`src/hw/serial_port_regs.vh`:
```
// Purpose: register offsets, field positions and reset values of the serial port
// Assumes: APB with 32-bit data, one aligned word per register
// Notes: definitions only
`ifndef SERIAL_PORT_REGS_VH
`define SERIAL_PORT_REGS_VH
`define OFS_CONTROL 12'h000
`define OFS_STATUS 12'h004
`define OFS_DATA 12'h008
// control register fields
`define CTL_RX_IRQ_EN 0
`define CTL_MASTER 1
`define CTL_CPOL 2
`define CTL_CPHA 3
`define CTL_ENABLE 5
`define CTL_TX_IRQ_EN 6
`define CTL_WIDTH 7
`define CTL_RESET 7'h02
// status/control register fields
`define STS_RATE_LO 0
`define STS_RATE_HI 1
`define STS_MODE_FAULT_FLAG_EN 2
`define STS_TX_EMPTY 3
`define STS_OVERFLOW 4
`define STS_MODE_FAULT 5
`define STS_ERR_IRQ_EN 6
`define STS_RX_FULL 7
`define DATA_BITS 8
`define BIT_LAST 3'h7
`define BIT_FIRST 3'h0
`define BIT_ONE 3'h1
`define DIV_CNT_W 7
`define CAP_LAG 5
`endif

```
`src/hw/pin_sync.v`:
```
// Purpose: three-flop synchroniser with agreement filter for one pin
// Assumes: pin asynchronous to sys_clk_i
// Notes: output changes once the second and third stages agree
`timescale 1ns/1ps
module pin_sync #(
  parameter RESET_LEVEL = 1'b0
) (
  input wire sys_clk_i,
  input wire reset_i,
  input wire pin_i,
  output reg level_o
);
  reg meta;
  reg stage2;
  reg stage3;
  always @(posedge sys_clk_i) begin
    if (reset_i) begin
      meta <= RESET_LEVEL;
      stage2 <= RESET_LEVEL;
      stage3 <= RESET_LEVEL;
      level_o <= RESET_LEVEL;
    end else begin
      meta <= pin_i;
      stage2 <= meta;
      stage3 <= stage2;
      if (stage2 == stage3) begin
        level_o <= stage3;
      end
    end
  end
endmodule // pin_sync

```
`src/hw/serial_port.v`:
```
// Purpose: full-duplex synchronous serial port, master or slave, APB registers
// Assumes: 10 MHz sys_clk_i; synchronous active-high reset; pins asynchronous
// Notes: slave clock is oversampled, so slave rate is bounded by synchroniser delay
// Operation
// - master-select bit set makes master; clear makes slave with clock pin as input
// - master data write starts transfer; empty shifter loads at once, tx empty set
// - two rate bits pick bus/2, /8, /32 or /128 serial clock
// - master end of transfer sets rx full and loads receive register together
// - rx full clears by status read while set then data read
// - any data write clears the tx-empty interrupt enable bit
// - slave complete byte moves to receive register and sets rx full
// - slave accepts clock rates up to the synchroniser bound, ignoring rate select
// - late slave write shifts out the old shift register contents
// - byte written during slave transfer waits in buffer until transfer ends
// - slave starts on first clock edge if phase 1, select fall if phase 0
// - slave drives its output data only while select is low
// - phase 0: slave presents msb before first clock edge
// - phase 1: data changes on first edge, select may stay low; slave shows msb once loaded and first shifts on the third edge (second leading edge)
// - all four polarity and phase combinations supported
// - rx full, tx empty interrupts plus mode-fault and overflow error flags
// - unread receive data at bit 1 capture sets overflow, new byte lost
// - slave select rising during transfer sets mode fault
// - master mode fault: flag, disable, tx empty, counter cleared, pins released
`timescale 1ns/1ps
`include "serial_port_regs.vh"
module serial_port (
  input wire sys_clk_i,
  input wire reset_i,
  input wire psel_i,
  input wire penable_i,
  input wire pwrite_i,
  input wire [11:0] paddr_i,
  input wire [31:0] pwdata_i,
  output wire [31:0] prdata_o,
  output wire pready_o,
  output wire pslverr_o,
  input wire sck_i,
  output reg sck_o,
  output reg sck_oe_o,
  input wire mosi_i,
  output reg mosi_o,
  output reg mosi_oe_o,
  input wire miso_i,
  output reg miso_o,
  output reg miso_oe_o,
  input wire select_n_i,
  output wire irq_o
);
  reg [`CTL_WIDTH-1:0] control;
  reg [1:0] rate;
  reg mode_fault_flag_en;
  reg err_irq_en;
  reg rx_full;
  reg tx_empty;
  reg overflow;
  reg mode_fault;
  reg [7:0] tx_buf;
  reg [7:0] rx_data;
  reg [7:0] shifter;
  reg [7:0] rx_sh;
  reg [`CAP_LAG-1:0] cap_pipe;
  reg [`CAP_LAG-1:0] last_pipe;
  reg [2:0] bit_cnt;
  reg busy;
  reg second_half;
  reg [`DIV_CNT_W-1:0] div_cnt;
  reg status_seen;
  reg mode_fault_flag_seen;
  reg sck_prev;
  reg sel_prev;
  wire sck_s;
  wire sel_s;
  wire mosi_s;
  wire miso_s;

  pin_sync #(.RESET_LEVEL(1'b0)) sync_sck (
    .sys_clk_i(sys_clk_i), .reset_i(reset_i), .pin_i(sck_i), .level_o(sck_s));
  pin_sync #(.RESET_LEVEL(1'b1)) sync_sel (
    .sys_clk_i(sys_clk_i), .reset_i(reset_i), .pin_i(select_n_i), .level_o(sel_s));
  pin_sync #(.RESET_LEVEL(1'b0)) sync_mosi (
    .sys_clk_i(sys_clk_i), .reset_i(reset_i), .pin_i(mosi_i), .level_o(mosi_s));
  pin_sync #(.RESET_LEVEL(1'b0)) sync_miso (
    .sys_clk_i(sys_clk_i), .reset_i(reset_i), .pin_i(miso_i), .level_o(miso_s));

  wire enable = control[`CTL_ENABLE];
  wire master = control[`CTL_MASTER];
  wire cpol = control[`CTL_CPOL];
  wire cpha = control[`CTL_CPHA];
  wire access = psel_i & penable_i;
  wire wr = access & pwrite_i;
  wire rd = access & ~pwrite_i;
  wire hit_ctl = paddr_i == `OFS_CONTROL;
  wire hit_sts = paddr_i == `OFS_STATUS;
  wire hit_dat = paddr_i == `OFS_DATA;
  assign pready_o = 1'b1;
  assign pslverr_o = access & ~(hit_ctl | hit_sts | hit_dat);
  wire [7:0] status_word = {rx_full, err_irq_en, mode_fault, overflow, tx_empty,
    mode_fault_flag_en, rate};
  assign prdata_o = ~rd ? 32'h0 :
    hit_ctl ? {25'h0, control} :
    hit_sts ? {24'h0, status_word} :
    hit_dat ? {24'h0, rx_data} : 32'h0;
  assign irq_o = (rx_full & control[`CTL_RX_IRQ_EN]) |
    (tx_empty & control[`CTL_TX_IRQ_EN]) |
    ((overflow | mode_fault) & err_irq_en);

  // half bit time in bus cycles: 1, 4, 16, 64
  reg [`DIV_CNT_W-1:0] half_period;
  always @* begin
    case (rate)
      2'h0: half_period = 7'h01;
      2'h1: half_period = 7'h04;
      2'h2: half_period = 7'h10;
      default: half_period = 7'h40;
    endcase
  end

  // slave edge detection on the filtered clock; leading edge leaves idle level
  wire sck_lead = (sck_s != sck_prev) & (sck_s != cpol);
  wire sck_trail = (sck_s != sck_prev) & (sck_s == cpol);
  wire sck_edge = sck_s != sck_prev;
  wire sel_fall = sel_prev & ~sel_s;
  wire sel_rise = ~sel_prev & sel_s;
  wire slave_on = enable & ~master;
  wire tick = div_cnt == half_period - 7'h01;
  wire master_fault = enable & master & mode_fault_flag_en & ~sel_s;

  // sample and shift moments for both ends, all four formats
  reg do_sample;
  reg do_shift;
  reg start_xfer;
  reg sample_in;
  always @* begin
    do_sample = 1'b0;
    do_shift = 1'b0;
    start_xfer = 1'b0;
    sample_in = mosi_s;
    if (master) begin
      sample_in = miso_s;
      do_sample = busy & tick & ~second_half;
      do_shift = busy & tick & second_half;
    end else if (slave_on & ~sel_s) begin
      start_xfer = cpha ? (~busy & sck_lead) : sel_fall;
      do_sample = (busy | start_xfer) & (cpha ? sck_trail : sck_lead);
      do_shift = busy & (cpha ? sck_lead & ~start_xfer : sck_trail & (bit_cnt != `BIT_FIRST));
    end
  end
  wire last_sample = do_sample & bit_cnt == `BIT_LAST;
  // master data passes the pin synchroniser, so capture trails the clock edge
  wire cap = master ? cap_pipe[`CAP_LAG-1] : do_sample;
  wire cap_last = master ? last_pipe[`CAP_LAG-1] : last_sample;
  wire xfer_done = cap_last;

  always @(posedge sys_clk_i) begin
    if (reset_i) begin
      control <= `CTL_RESET;
      rate <= 2'h0;
      mode_fault_flag_en <= 1'b0;
      err_irq_en <= 1'b0;
      rx_full <= 1'b0;
      tx_empty <= 1'b1;
      overflow <= 1'b0;
      mode_fault <= 1'b0;
      tx_buf <= 8'h00;
      rx_data <= 8'h00;
      shifter <= 8'h00;
      rx_sh <= 8'h00;
      cap_pipe <= {`CAP_LAG{1'b0}};
      last_pipe <= {`CAP_LAG{1'b0}};
      bit_cnt <= `BIT_FIRST;
      busy <= 1'b0;
      second_half <= 1'b0;
      div_cnt <= 7'h00;
      status_seen <= 1'b0;
      mode_fault_flag_seen <= 1'b0;
      sck_prev <= 1'b0;
      sel_prev <= 1'b1;
    end else begin
      sck_prev <= sck_s;
      sel_prev <= sel_s;
      cap_pipe <= {cap_pipe[`CAP_LAG-2:0], master & do_sample};
      last_pipe <= {last_pipe[`CAP_LAG-2:0], master & last_sample};
      if (wr & hit_ctl) begin
        control <= pwdata_i[`CTL_WIDTH-1:0];
      end
      if (wr & hit_sts) begin
        rate <= pwdata_i[`STS_RATE_HI:`STS_RATE_LO];
        mode_fault_flag_en <= pwdata_i[`STS_MODE_FAULT_FLAG_EN];
        err_irq_en <= pwdata_i[`STS_ERR_IRQ_EN];
      end
      // two-step clears: status read arms, data read or control write clears
      if (rd & hit_sts) begin
        status_seen <= rx_full | overflow;
        mode_fault_flag_seen <= mode_fault;
      end
      if (rd & hit_dat & status_seen) begin
        rx_full <= 1'b0;
        overflow <= 1'b0;
        status_seen <= 1'b0;
      end
      if (wr & hit_ctl & mode_fault_flag_seen & ~master_fault) begin
        mode_fault <= 1'b0;
        mode_fault_flag_seen <= 1'b0;
      end
      if (wr & hit_dat) begin
        control[`CTL_TX_IRQ_EN] <= 1'b0;
        tx_buf <= pwdata_i[7:0];
        tx_empty <= 1'b0;
      end
      // buffered byte enters shifter only between transfers
      if (~busy & ~tx_empty & ~(master & ~enable)) begin
        shifter <= tx_buf;
        tx_empty <= 1'b1;
        if (master & enable) begin
          busy <= 1'b1;
          div_cnt <= 7'h00;
          second_half <= 1'b0;
          bit_cnt <= `BIT_FIRST;
        end
      end
      if (master & busy) begin
        div_cnt <= tick ? 7'h00 : div_cnt + 7'h01;
        if (tick) begin
          second_half <= ~second_half;
        end
      end
      if (start_xfer) begin
        busy <= 1'b1;
        bit_cnt <= `BIT_FIRST;
      end
      if (do_shift) begin
        shifter <= {shifter[6:0], 1'b0};
      end
      if (cap) begin
        rx_sh <= {rx_sh[6:0], sample_in};
      end
      if (do_sample) begin
        bit_cnt <= bit_cnt + `BIT_ONE;
        if (bit_cnt == `BIT_ONE & rx_full) begin
          overflow <= 1'b1;
        end
      end
      if (xfer_done) begin
        if (~master) begin
          shifter <= {rx_sh[6:0], sample_in};
        end
        if (~master & cpha) begin
          busy <= 1'b0;
        end
        if (~overflow & ~(rx_full & ~(rd & hit_dat & status_seen))) begin
          rx_data <= {rx_sh[6:0], sample_in};
          rx_full <= 1'b1;
        end
      end
      // master ends after the trailing half bit in phase 0, at the last sample in phase 1; slave when clock returns idle
      if (master & last_sample & cpha) begin
        busy <= 1'b0;
      end
      if (master & do_shift & bit_cnt == `BIT_FIRST & ~cpha) begin
        busy <= 1'b0;
      end
      if (~master & ~cpha & busy & bit_cnt == `BIT_FIRST & sck_trail & ~start_xfer) begin
        busy <= 1'b0;
      end
      if (slave_on & busy & sel_rise) begin
        mode_fault <= mode_fault_flag_en | mode_fault;
        busy <= 1'b0;
      end
      if (slave_on & ~busy & ~cpha & sel_rise) begin
        mode_fault <= mode_fault_flag_en | mode_fault;
      end
      if (~enable & ~master) begin
        busy <= 1'b0;
      end
      if (master_fault) begin
        mode_fault <= 1'b1;
        control[`CTL_ENABLE] <= 1'b0;
        tx_empty <= 1'b1;
        busy <= 1'b0;
        bit_cnt <= `BIT_FIRST;
        div_cnt <= 7'h00;
      end
    end
  end

  // pin drivers; released when disabled or after a mode fault
  always @(posedge sys_clk_i) begin
    if (reset_i) begin
      sck_o <= 1'b0;
      sck_oe_o <= 1'b0;
      mosi_o <= 1'b0;
      mosi_oe_o <= 1'b0;
      miso_o <= 1'b0;
      miso_oe_o <= 1'b0;
    end else begin
      sck_oe_o <= enable & master & ~master_fault;
      mosi_oe_o <= enable & master & ~master_fault;
      // pins trail the internal state by one cycle, data and clock alike
      sck_o <= cpol ^ (master & busy & (cpha ^ second_half));
      mosi_o <= shifter[7];
      miso_o <= shifter[7];
      miso_oe_o <= slave_on & ~sel_s;
    end
  end
endmodule // serial_port

```
`config.mk`:
```
export PLATFORM = sky130hd
export DESIGN_NAME = serial_port
export DESIGN_NICKNAME = d
export VERILOG_FILES = /design/src/hw/pin_sync.v /design/src/hw/serial_port.v
export VERILOG_INCLUDE_DIRS = /design/src /design/src/hw
export SDC_FILE = /design/constraint.sdc
export NUM_CORES = 1
export LEC_CHECK = 0
export BUFFER_PORTS_ARGS = -buffer_cell sky130_fd_sc_hd__clkbuf_2
export CAP_MARGIN = 10
export CORE_UTILIZATION = 55
export CTS_CLUSTER_DIAMETER = 100
export DETAILED_ROUTE_END_ITERATION = 16
export PLACE_DENSITY = 0.8
export SLEW_MARGIN = 5
export SYNTH_ARGS = -nofsm -noshare
export SYNTH_HDL_FRONTEND = slang
export SYNTH_SLANG_ARGS = --single-unit
```
`constraint.sdc`:
```
create_clock -name sys_clk_i -period 3.15 [get_ports sys_clk_i]
set_input_delay 0.63 -clock sys_clk_i [delete_from_list [all_inputs] [get_ports sys_clk_i]]
set_output_delay 0.63 -clock sys_clk_i [all_outputs]
set_load 0.01 [all_outputs]
```
# == Word level (Yosys, flattened, before mapping) ==
# Index checks and enable logic that the tools add are counted.
# totals
output_inout_bits,41
regBits,92
inputBits,53
word_cells,214
# classes
n_mux,48
bitwise_logic,87
n_eq_ne,14
reduce_logical,18
n_addsub,3
# op_table
operator,count
2-to-1 mux 8 bit,8
AND 1 bit,60
2-to-1 mux 1 bit,31
2-to-1 mux 7 bit,4
case mux 7 bit (3 select lines),1
inverter 1 bit,17
"== test 12 x 3 -> 1 bit, second input constant",1
"== test 12 x 4 -> 1 bit, second input constant",1
zero test 12 bit,1
2-to-1 mux 3 bit,4
nonzero test 3 bit,3
OR 1 bit,8
OR reduction 2 bit,4
"adder 7 x 1 -> 7 bit, second input constant",1
== test 7 bit,1
OR reduction 7 bit,1
"subtractor 7 x 1 -> 7 bit, second input constant",1
AND reduction 2 bit,3
== test 1 bit,5
nonzero test 2 bit,2
nonzero test 4 bit,1
"adder 3 x 1 -> 3 bit, second input constant",1
"== test 3 x 1 -> 1 bit, second input constant",1
"== test 3 bit, second input constant",1
7 further kinds,9

# == Longest topological paths before layout ==
# Gate-level depths: netlist of the first run.
# logic_depth
word_depth,14
ltp_mapped,8

# == Hierarchy ==
# A second synthesis of the first run with hierarchy kept.
# unflattened
cells_unflattened,484
area_unflattened_um2,4350.4
# modules_own_cells
module,seq_area_each_um2,area_per_inst_um2,cells_each,n_inst
serial_port,1521.5,3897.5,444,1
pin_sync (sync_miso ...),80.1,112.6,10,3
pin_sync (sync_sel),80.1,115.1,10,1

# == Least setup slack after synthesis of the first run ==
# No wires, ideal clock.
# synth_path
kind,input to output
from,input paddr_i[7]
to,output prdata_o[3]
cell_stages,5
n_path_buf,1
arrival_time_ns,2.282
setup_slack_ns,0.238
cell_sequence,or4_4 > nor4_1 > clkbuf_1 > o21ai_0 > a211oi_1
# synth_between
elab_chain_cells,5
# synth_lines
element,line_no,source
from (decl),serial_port.v:32,"input wire [11:0] paddr_i,"
== test 12 x 4 -> 1 bit (no source line),n/a,
2-to-1 mux 8 bit,serial_port.v:102,"hit_dat ? {24'h0, rx_data} : 32'h0;"
2-to-1 mux 8 bit,serial_port.v:101,"hit_sts ? {24'h0, status_word} :"
2-to-1 mux 8 bit *,serial_port.v:100,"hit_ctl ? {25'h0, control} :"
2-to-1 mux 8 bit *,serial_port.v:99,assign prdata_o = ~rd ? 32'h0 :
to (decl),serial_port.v:34,"output wire [31:0] prdata_o,"
# Every way passes the cells marked *; elsewhere a longest branch is shown, timed or not.

# == Worst setup path in the final report of the first run ==
# layout_path
from,input paddr_i[7]
to,output prdata_o[0]
# Same word-level chain as after synthesis.

==> results.cfg, run 1 <==
[synth]
synth_common_cells = 92 x dfxtp_1, 47 x nand2_1, 36 x a21oi_1, 34 x nor2_1, 31 x mux2i_1
synth_area_leaders = dfxtp_1 42%, mux2i_1 7.0%, buf_4 4.7%, a21oi_1 4.1%, nand2_1 4.0%
ys_seq_area_share_pct = 41.6
synth-seq-cells = 92
yosysWarnings = 0
synth_edf_count = 0
synthFlopType = dfxtp_1
yosys.area.top_type = dfxtp_1
synth_most_common_cell = dfxtp_1
synth_area_sq_um = 4430
synth.top_cell.area_share_pct = 41.6
postSynthAreaPerCell_sq_um = 8.74
synthArstFlopShare_pct = 0
synthCells = 507
synth_cell_type_count = 62

[global_routing]
use_met1_pct = 32.4
grt_first_pass_wirelength_mm = 16.7
grt_pass1_vias = 3452
use_met3_pct = 3.90
busiest_layer = met2
grt_max_degree = 37
grtUsageTotal_pct = 24.9
grt_overflow = 0
antenna_found_initial = 0
met2_usage_pct = 41.5

[pwr]
intPower_uw = 1590
p_leak_uw = 0.00192
power_density_nw_per_um2 = 419
sequentialPowerShare_pct = 57.1
power_frac_clock_pct = 38.9
power.share.switching_pct = 22.6
switchingPower_uw = 462
worst_ir_drop_vdd_mv = 0.215
pwr-share-comb_pct = 4.0

[timing]
period_needed_ns = 3.01
setup_viol = 0
fin_setup_tns_ns = 0
fmax_ghz = 0.332
skew_ns = 0.0109
timing.final.crit_share_pct = 95.5
hold_viol = 0
maxSlewHeadroom_pct = 19.3
worst_slew_pin_slew_ns = 1.21
rsz0062_at_grt = no
drv_slew = 0

[placed_design]
place_congestion = 0.894
dp_hpwl_mm = 7.42
dpl_cell_area_sq_um = 4690
numPlacedInstances = 642
numPortBuffers = 44

[detailed_routing]
dr_total_vias = 3758
drt_iter0_markers = 226
viasPerCell = 5.71
wire_per_inst_microns = 15.4
totalWireLength_mm = 10.1
drc = 0
final_antenna_net_count = 0
firstDrtPassIters = 5

[clocking]
cts_tree = built
post-cts-setup-buffers = 0
path_clk_slew_ns = 0.08
clockBufferDepth = 2
clock_sinks = 92
cts.htree.levels = 3
cts-root-buf = clkbuf_8
worstSkewPairLatency_ns = 0.35
cts-buffers-inserted = 9

[layout]
area_delta_synth_final_pct = 10.4
final-instance-count-excl-fill = 658
diodes = 0
n_fill_cell = 670
finalInstanceArea_sq_um = 4890
layout-drive-gt1-share_pct = 16.7
nNetsFinal = 609

[setup_path]
r2r_slack_ns = 0.61
slowest_delay_ns = 0.57
cp.depth = 7
r2r-start = bit_cnt[0]
cp-start-kind = input pin
worst-endpoint-required_ns = 2.52
path_delay_family = simple AND/OR/NAND/NOR gates
worstPathMaxFanout = 5
crit_slowest_cell = or4_4
crit_chain = clkbuf_2 > or4_4 > nor4_4 > buf_4 > a22oi_1 > nor3_1 > clkbuf_2
cp_num_buf_inv = 3
worstPathArrival_ns = 2.38
worstSetupEndpointType = output pin
crit_top_cell = clkbuf_2
reg2regPathDepth = 7
crit_type = input pin to output pin
critPathCapture = prdata_o[0]
crit_start = paddr_i[7]
reg2reg_to = shifter[1]

[die]
die_area_sq_um = 8420
initial_core_util_pct = 57.0
num_rows = 32
fp.dieH_microns = 91.8
die_x_microns = 91.8
io_pins = 94
core_area_sq_um = 7770

[hold_path]
worstHoldPathType = flop to flop

[status]
outcome = finished clean

[run]
max-cap-violations = 0
==> worst register-to-register path, delay by kind of cell (launching register included) <==
family / cells / cell delay (ns)
and+or+nand+nor: 2 / 0.55
DFF: 1 / 0.40
buffers and inverters: 1 / 0.09
AOI/OAI and AO/OA: 3 / 1.18
adders and majority gates: 1 / 0.22
==> worst min-delay path by stage <==
stage | slack, ns | end | start | depth (start not counted)
6_report | 0.42 | sync_sel.stage2 | sync_sel.meta | 1
5_1_grt | 0.45 | sync_sel.stage2 | sync_sel.meta | 1
4_1_cts | 0.42 | sync_sel.stage2 | sync_sel.meta | 1
3_5_place_dp | 0.40 | sync_sel.stage2 | sync_sel.meta | 1
3_3_place_gp | 0.40 | sync_sel.stage2 | sync_sel.meta | 1
2_1_floorplan | 0.39 | sync_sel.stage2 | sync_sel.meta | 1
==> sequential cells by signal (all words and copies together), names as in the netlist, 2 cells and up <==
| signal | count |
|---|---|
| rx_sh | 7 |
| bit_cnt | 3 |
| control | 7 |
| tx_buf | 8 |
| cap_pipe | 5 |
| rx_data | 8 |
| last_pipe | 5 |
| shifter | 8 |
| rate | 2 |
| div_cnt | 7 |
==> metrics by stage <==
| stage | util, % | setup slack (ns) | power [uW] | hold WS [ns] |
|---|---|---|---|---|
| after detailed placement | 60.4 | 0.0555 | 1280 | 0.401 |
| final | 63.0 | 0.141 | 2050 | 0.420 |
| after global routing | 63.0 | 0.0270 | 2130 | 0.450 |
| after floorplan | - | 0.238 | 1270 | 0.389 |
| after global placement | 60.4 | 0.0410 | 1280 | 0.402 |
| after CTS | 63.0 | 0.0610 | 2060 | 0.421 |
==> power by group through the flow <==
stage / Sequential, uW / Clock (uW) / Combinational [uW]
CTS: 1170 / 810 / 81.1
finish: 1170 / 797 / 82.2
global placement: 1200 / 0 / 79.9
global route: 1170 / 866 / 91.4
floorplan: 1200 / 0 / 72.6
detailed placement: 1200 / 0 / 80.9
==> layout by cell type, fill, tap and decap left out, types with 3 or more instances in the layout <==
| cell | count |
|---|---|
| clkbuf_2 | 44 |
| or2_2 | 6 |
| ha_1 | 5 |
| clkbuf_8 | 10 |
| mux2i_1 | 31 |
| nand2b_1 | 25 |
| a311oi_1 | 3 |
| o31ai_1 | 5 |
| a211oi_1 | 5 |
| nand3b_1 | 9 |
| a21oi_1 | 36 |
| a31oi_1 | 7 |
| nand3_1 | 12 |
| nand4_1 | 3 |
| conb_1 | 25 |
| dfxtp_1 | 92 |
| buf_4 | 15 |
| nor2b_1 | 23 |
| nand2_1 | 47 |
| inv_1 | 8 |
| o32ai_1 | 3 |
| or3_1 | 3 |
| nand4b_1 | 4 |
| and2_1 | 3 |
| nor3_1 | 10 |
| a22oi_1 | 3 |
| and3_1 | 12 |
| o21ai_0 | 26 |
| a32o_1 | 3 |
| nor2_1 | 34 |
==> kinds of logic (layout without fill, tap and decap cells) <==
kind of cell             Yosys count  after routing  synth area share (%)
AND/OR/NAND/NOR                  209            209                  26.3
AO/OA/AOI/OAI                    107            107                  15.4
flip-flops                        92             92                  41.6
buffers and inverters             57             83                  7.20
multiplexers                      33             33                  7.60
adder cells (fa/ha/maj)            5              5                  1.41
other                              2             25                 0.170
XOR/XNOR                           2              2                 0.395
==> metal layers <==
metal,wire [microns],up-vias
met1,4440,1785
li1,-,1828
met3,539,17
met5,0,-
met4,165,0
met2,4970,128
==> layout make-up <==
type	count	area, sq um	share of cell area (%)
multi-input combinational	381	2360	48.2
sequential	92	1840	37.6
timing repair buffer	59	333	6.80
clock buffer	11	141	2.89
tap	102	128	2.61
clock inverter	5	60.1	1.23
inverter	8	30.0	0.614
==> repair_timing <==
action | in CTS | in global routing
endpoints found under the hold margin | 0 | 0
hold buffers | 0 | 0
resized for setup | 0 | 1
endpoints found under the setup margin | 0 | 2
(Power assumes the default switching activity.)
==> run 2: changes to the inputs <==
--- a/config.mk
+++ b/config.mk
@@ -11,7 +11,7 @@
 export CORE_UTILIZATION = 55
 export CTS_CLUSTER_DIAMETER = 100
 export DETAILED_ROUTE_END_ITERATION = 16
-export PLACE_DENSITY = 0.8
+export PLACE_DENSITY = 0.85
 export SLEW_MARGIN = 5
 export SYNTH_ARGS = -nofsm -noshare
 export SYNTH_HDL_FRONTEND = slang
==> run 2 against run 1 <==
Compared with the run above:
- critical path depth decreased by 1
- core utilization about the same
- first-iteration DRC count increased by 63%
- final cell count shrank 0.15%
- clock power grew 0.6%
- power increased by 0.31%
- maximum frequency decreased by 2.4%
- worst setup slack worse by 0.075 ns
- clock-buffer cell count decreased by 1
- sequential cell count stayed put
- sequential power barely moved
- combinational power grew 2%
- largest cell class unchanged
==> results.cfg, run 2 (synthesis results as in run 1) <==
[clocking]
clockBufferDepth = 2
post-cts-setup-buffers = 0
cts.htree.levels = 3
clock_sinks = 92
post_cts_resized = 0
cts-root-buf = clkbuf_8
hold_buffers = 0
worstSkewPairLatency_ns = 0.36
cts-buffers-inserted = 9
path_clk_slew_ns = 0.09
cts_tree = built

[setup_path]
reg2regPathDepth = 7
crit_top_cell = clkbuf_2
worst-endpoint-required_ns = 2.52
cp-start-kind = input pin
worstPathMaxFanout = 8
cp.depth = 6
crit_slowest_cell = or4b_2
crit_chain = clkbuf_2 > or4_4 > or4b_2 > o21ai_0 > a21oi_1 > clkbuf_2
cp_num_buf_inv = 2
path_delay_family = simple AND/OR/NAND/NOR gates
worstPathArrival_ns = 2.45
worstSetupEndpointType = output pin
slowest_delay_ns = 0.78
crit_type = input pin to output pin

[die]
core_area_sq_um = 7770
initial_core_util_pct = 57.0
die_x_microns = 91.8
io_pins = 94
fp.dieH_microns = 91.8
die_area_sq_um = 8420
num_rows = 32

[pwr]
pwr-share-comb_pct = 4.1
worst_ir_drop_vdd_mv = 0.252
sequentialPowerShare_pct = 56.9
power_frac_clock_pct = 39.0
p_leak_uw = 0.00191
switchingPower_uw = 473
power.share.switching_pct = 23.0
power_density_nw_per_um2 = 420
intPower_uw = 1580

[placed_design]
place_congestion = 0.931
pre_cts_ws_ns = 0.0777
dp_hpwl_mm = 7.36
dpl_cell_area_sq_um = 4690
numPortBuffers = 44

[global_routing]
grtUsageTotal_pct = 25.6
grt_first_pass_wirelength_mm = 17.1
antenna_found_initial = 0
grt_max_degree = 86
grt_overflow = 0
grt_pass1_vias = 3628

[run]
max-cap-violations = 0

[timing]
skew_ns = 0.00848
maxSlewHeadroom_pct = 26.2
drv_slew = 0
timing.final.crit_share_pct = 97.9
fmax_ghz = 0.324
rsz0062_at_grt = yes
worst_slew_pin_slew_ns = 1.11
period_needed_ns = 3.08
setup_viol = 0
hold_viol = 0
worst_slack_ns = 0.0654

[detailed_routing]
totalWireLength_mm = 10.1
drc = 0
wire_per_inst_microns = 15.4
final_antenna_net_count = 0
viasPerCell = 5.72
firstDrtPassIters = 5
dr_total_vias = 3758
drt_iter0_markers = 369

[status]
outcome = finished clean

[layout]
post-route-util_pct = 63.0
area_delta_synth_final_pct = 10.5
mostFrequentLayoutCell = dfxtp_1
finalInstanceArea_sq_um = 4890
reg_top3 = rx_data: 8 flops, shifter: 8 flops, tx_buf: 8 flops
nNetsFinal = 608
diodes = 0
seq_area_sq_um = 1840
n_fill_cell = 695
final_cell_mix = 92 x dfxtp_1, 47 x nand2_1, 44 x clkbuf_2
multi_input_area_sq_um = 2360
layout-drive-gt1-share_pct = 16.8

[hold_path]
min_path_cells = 1
worstHoldPathType = flop to flop
run 2: layout make-up:
type,instances,area share [%]
multi-input combinational,381,48.1
inverter,8,0.613
clock buffer,10,2.81
clock inverter,6,1.30
tap,102,2.61
sequential,92,37.6
timing repair buffer,58,6.90
run 2: through the flow:
step,setup TNS (ns),hold WS [ns],power (uW),instances
floorplan,0,0.389,1270,530
global placement,0,0.397,1280,641
detailed placement,0,0.412,1280,641
CTS,0,0.434,2060,657
global route,-0.0126,0.428,2140,657
finish,0,0.433,2060,657
run 2: power groups by stage:
stage,Sequential [uW],Clock (uW),Combinational (uW)
6_report,1170,802,83.5
5_1_grt,1170,872,92.3
4_1_cts,1170,810,82.6
3_5_place_dp,1200,0,82.4
3_3_place_gp,1200,0,81.1
2_1_floorplan,1200,0,72.6
run 2: final timing paths:
check                startpoint         endpoint  slack (ns)
hold reg to reg   sync_sel.meta  sync_sel.stage2        0.43
setup / recovery     paddr_i[7]      prdata_o[2]        0.07
hold / removal    sync_sel.meta  sync_sel.stage2        0.43
setup reg to reg     bit_cnt[0]       shifter[2]        0.66
run 2: layer usage:
layer	global-route usage, %	share of wire (%)	vias up
met5	0	0	-
met4	10.2	2.4	0
met3	6.05	5.8	26
met2	42.7	47	142
met1	31.9	44	1765
li1	-	-	1825
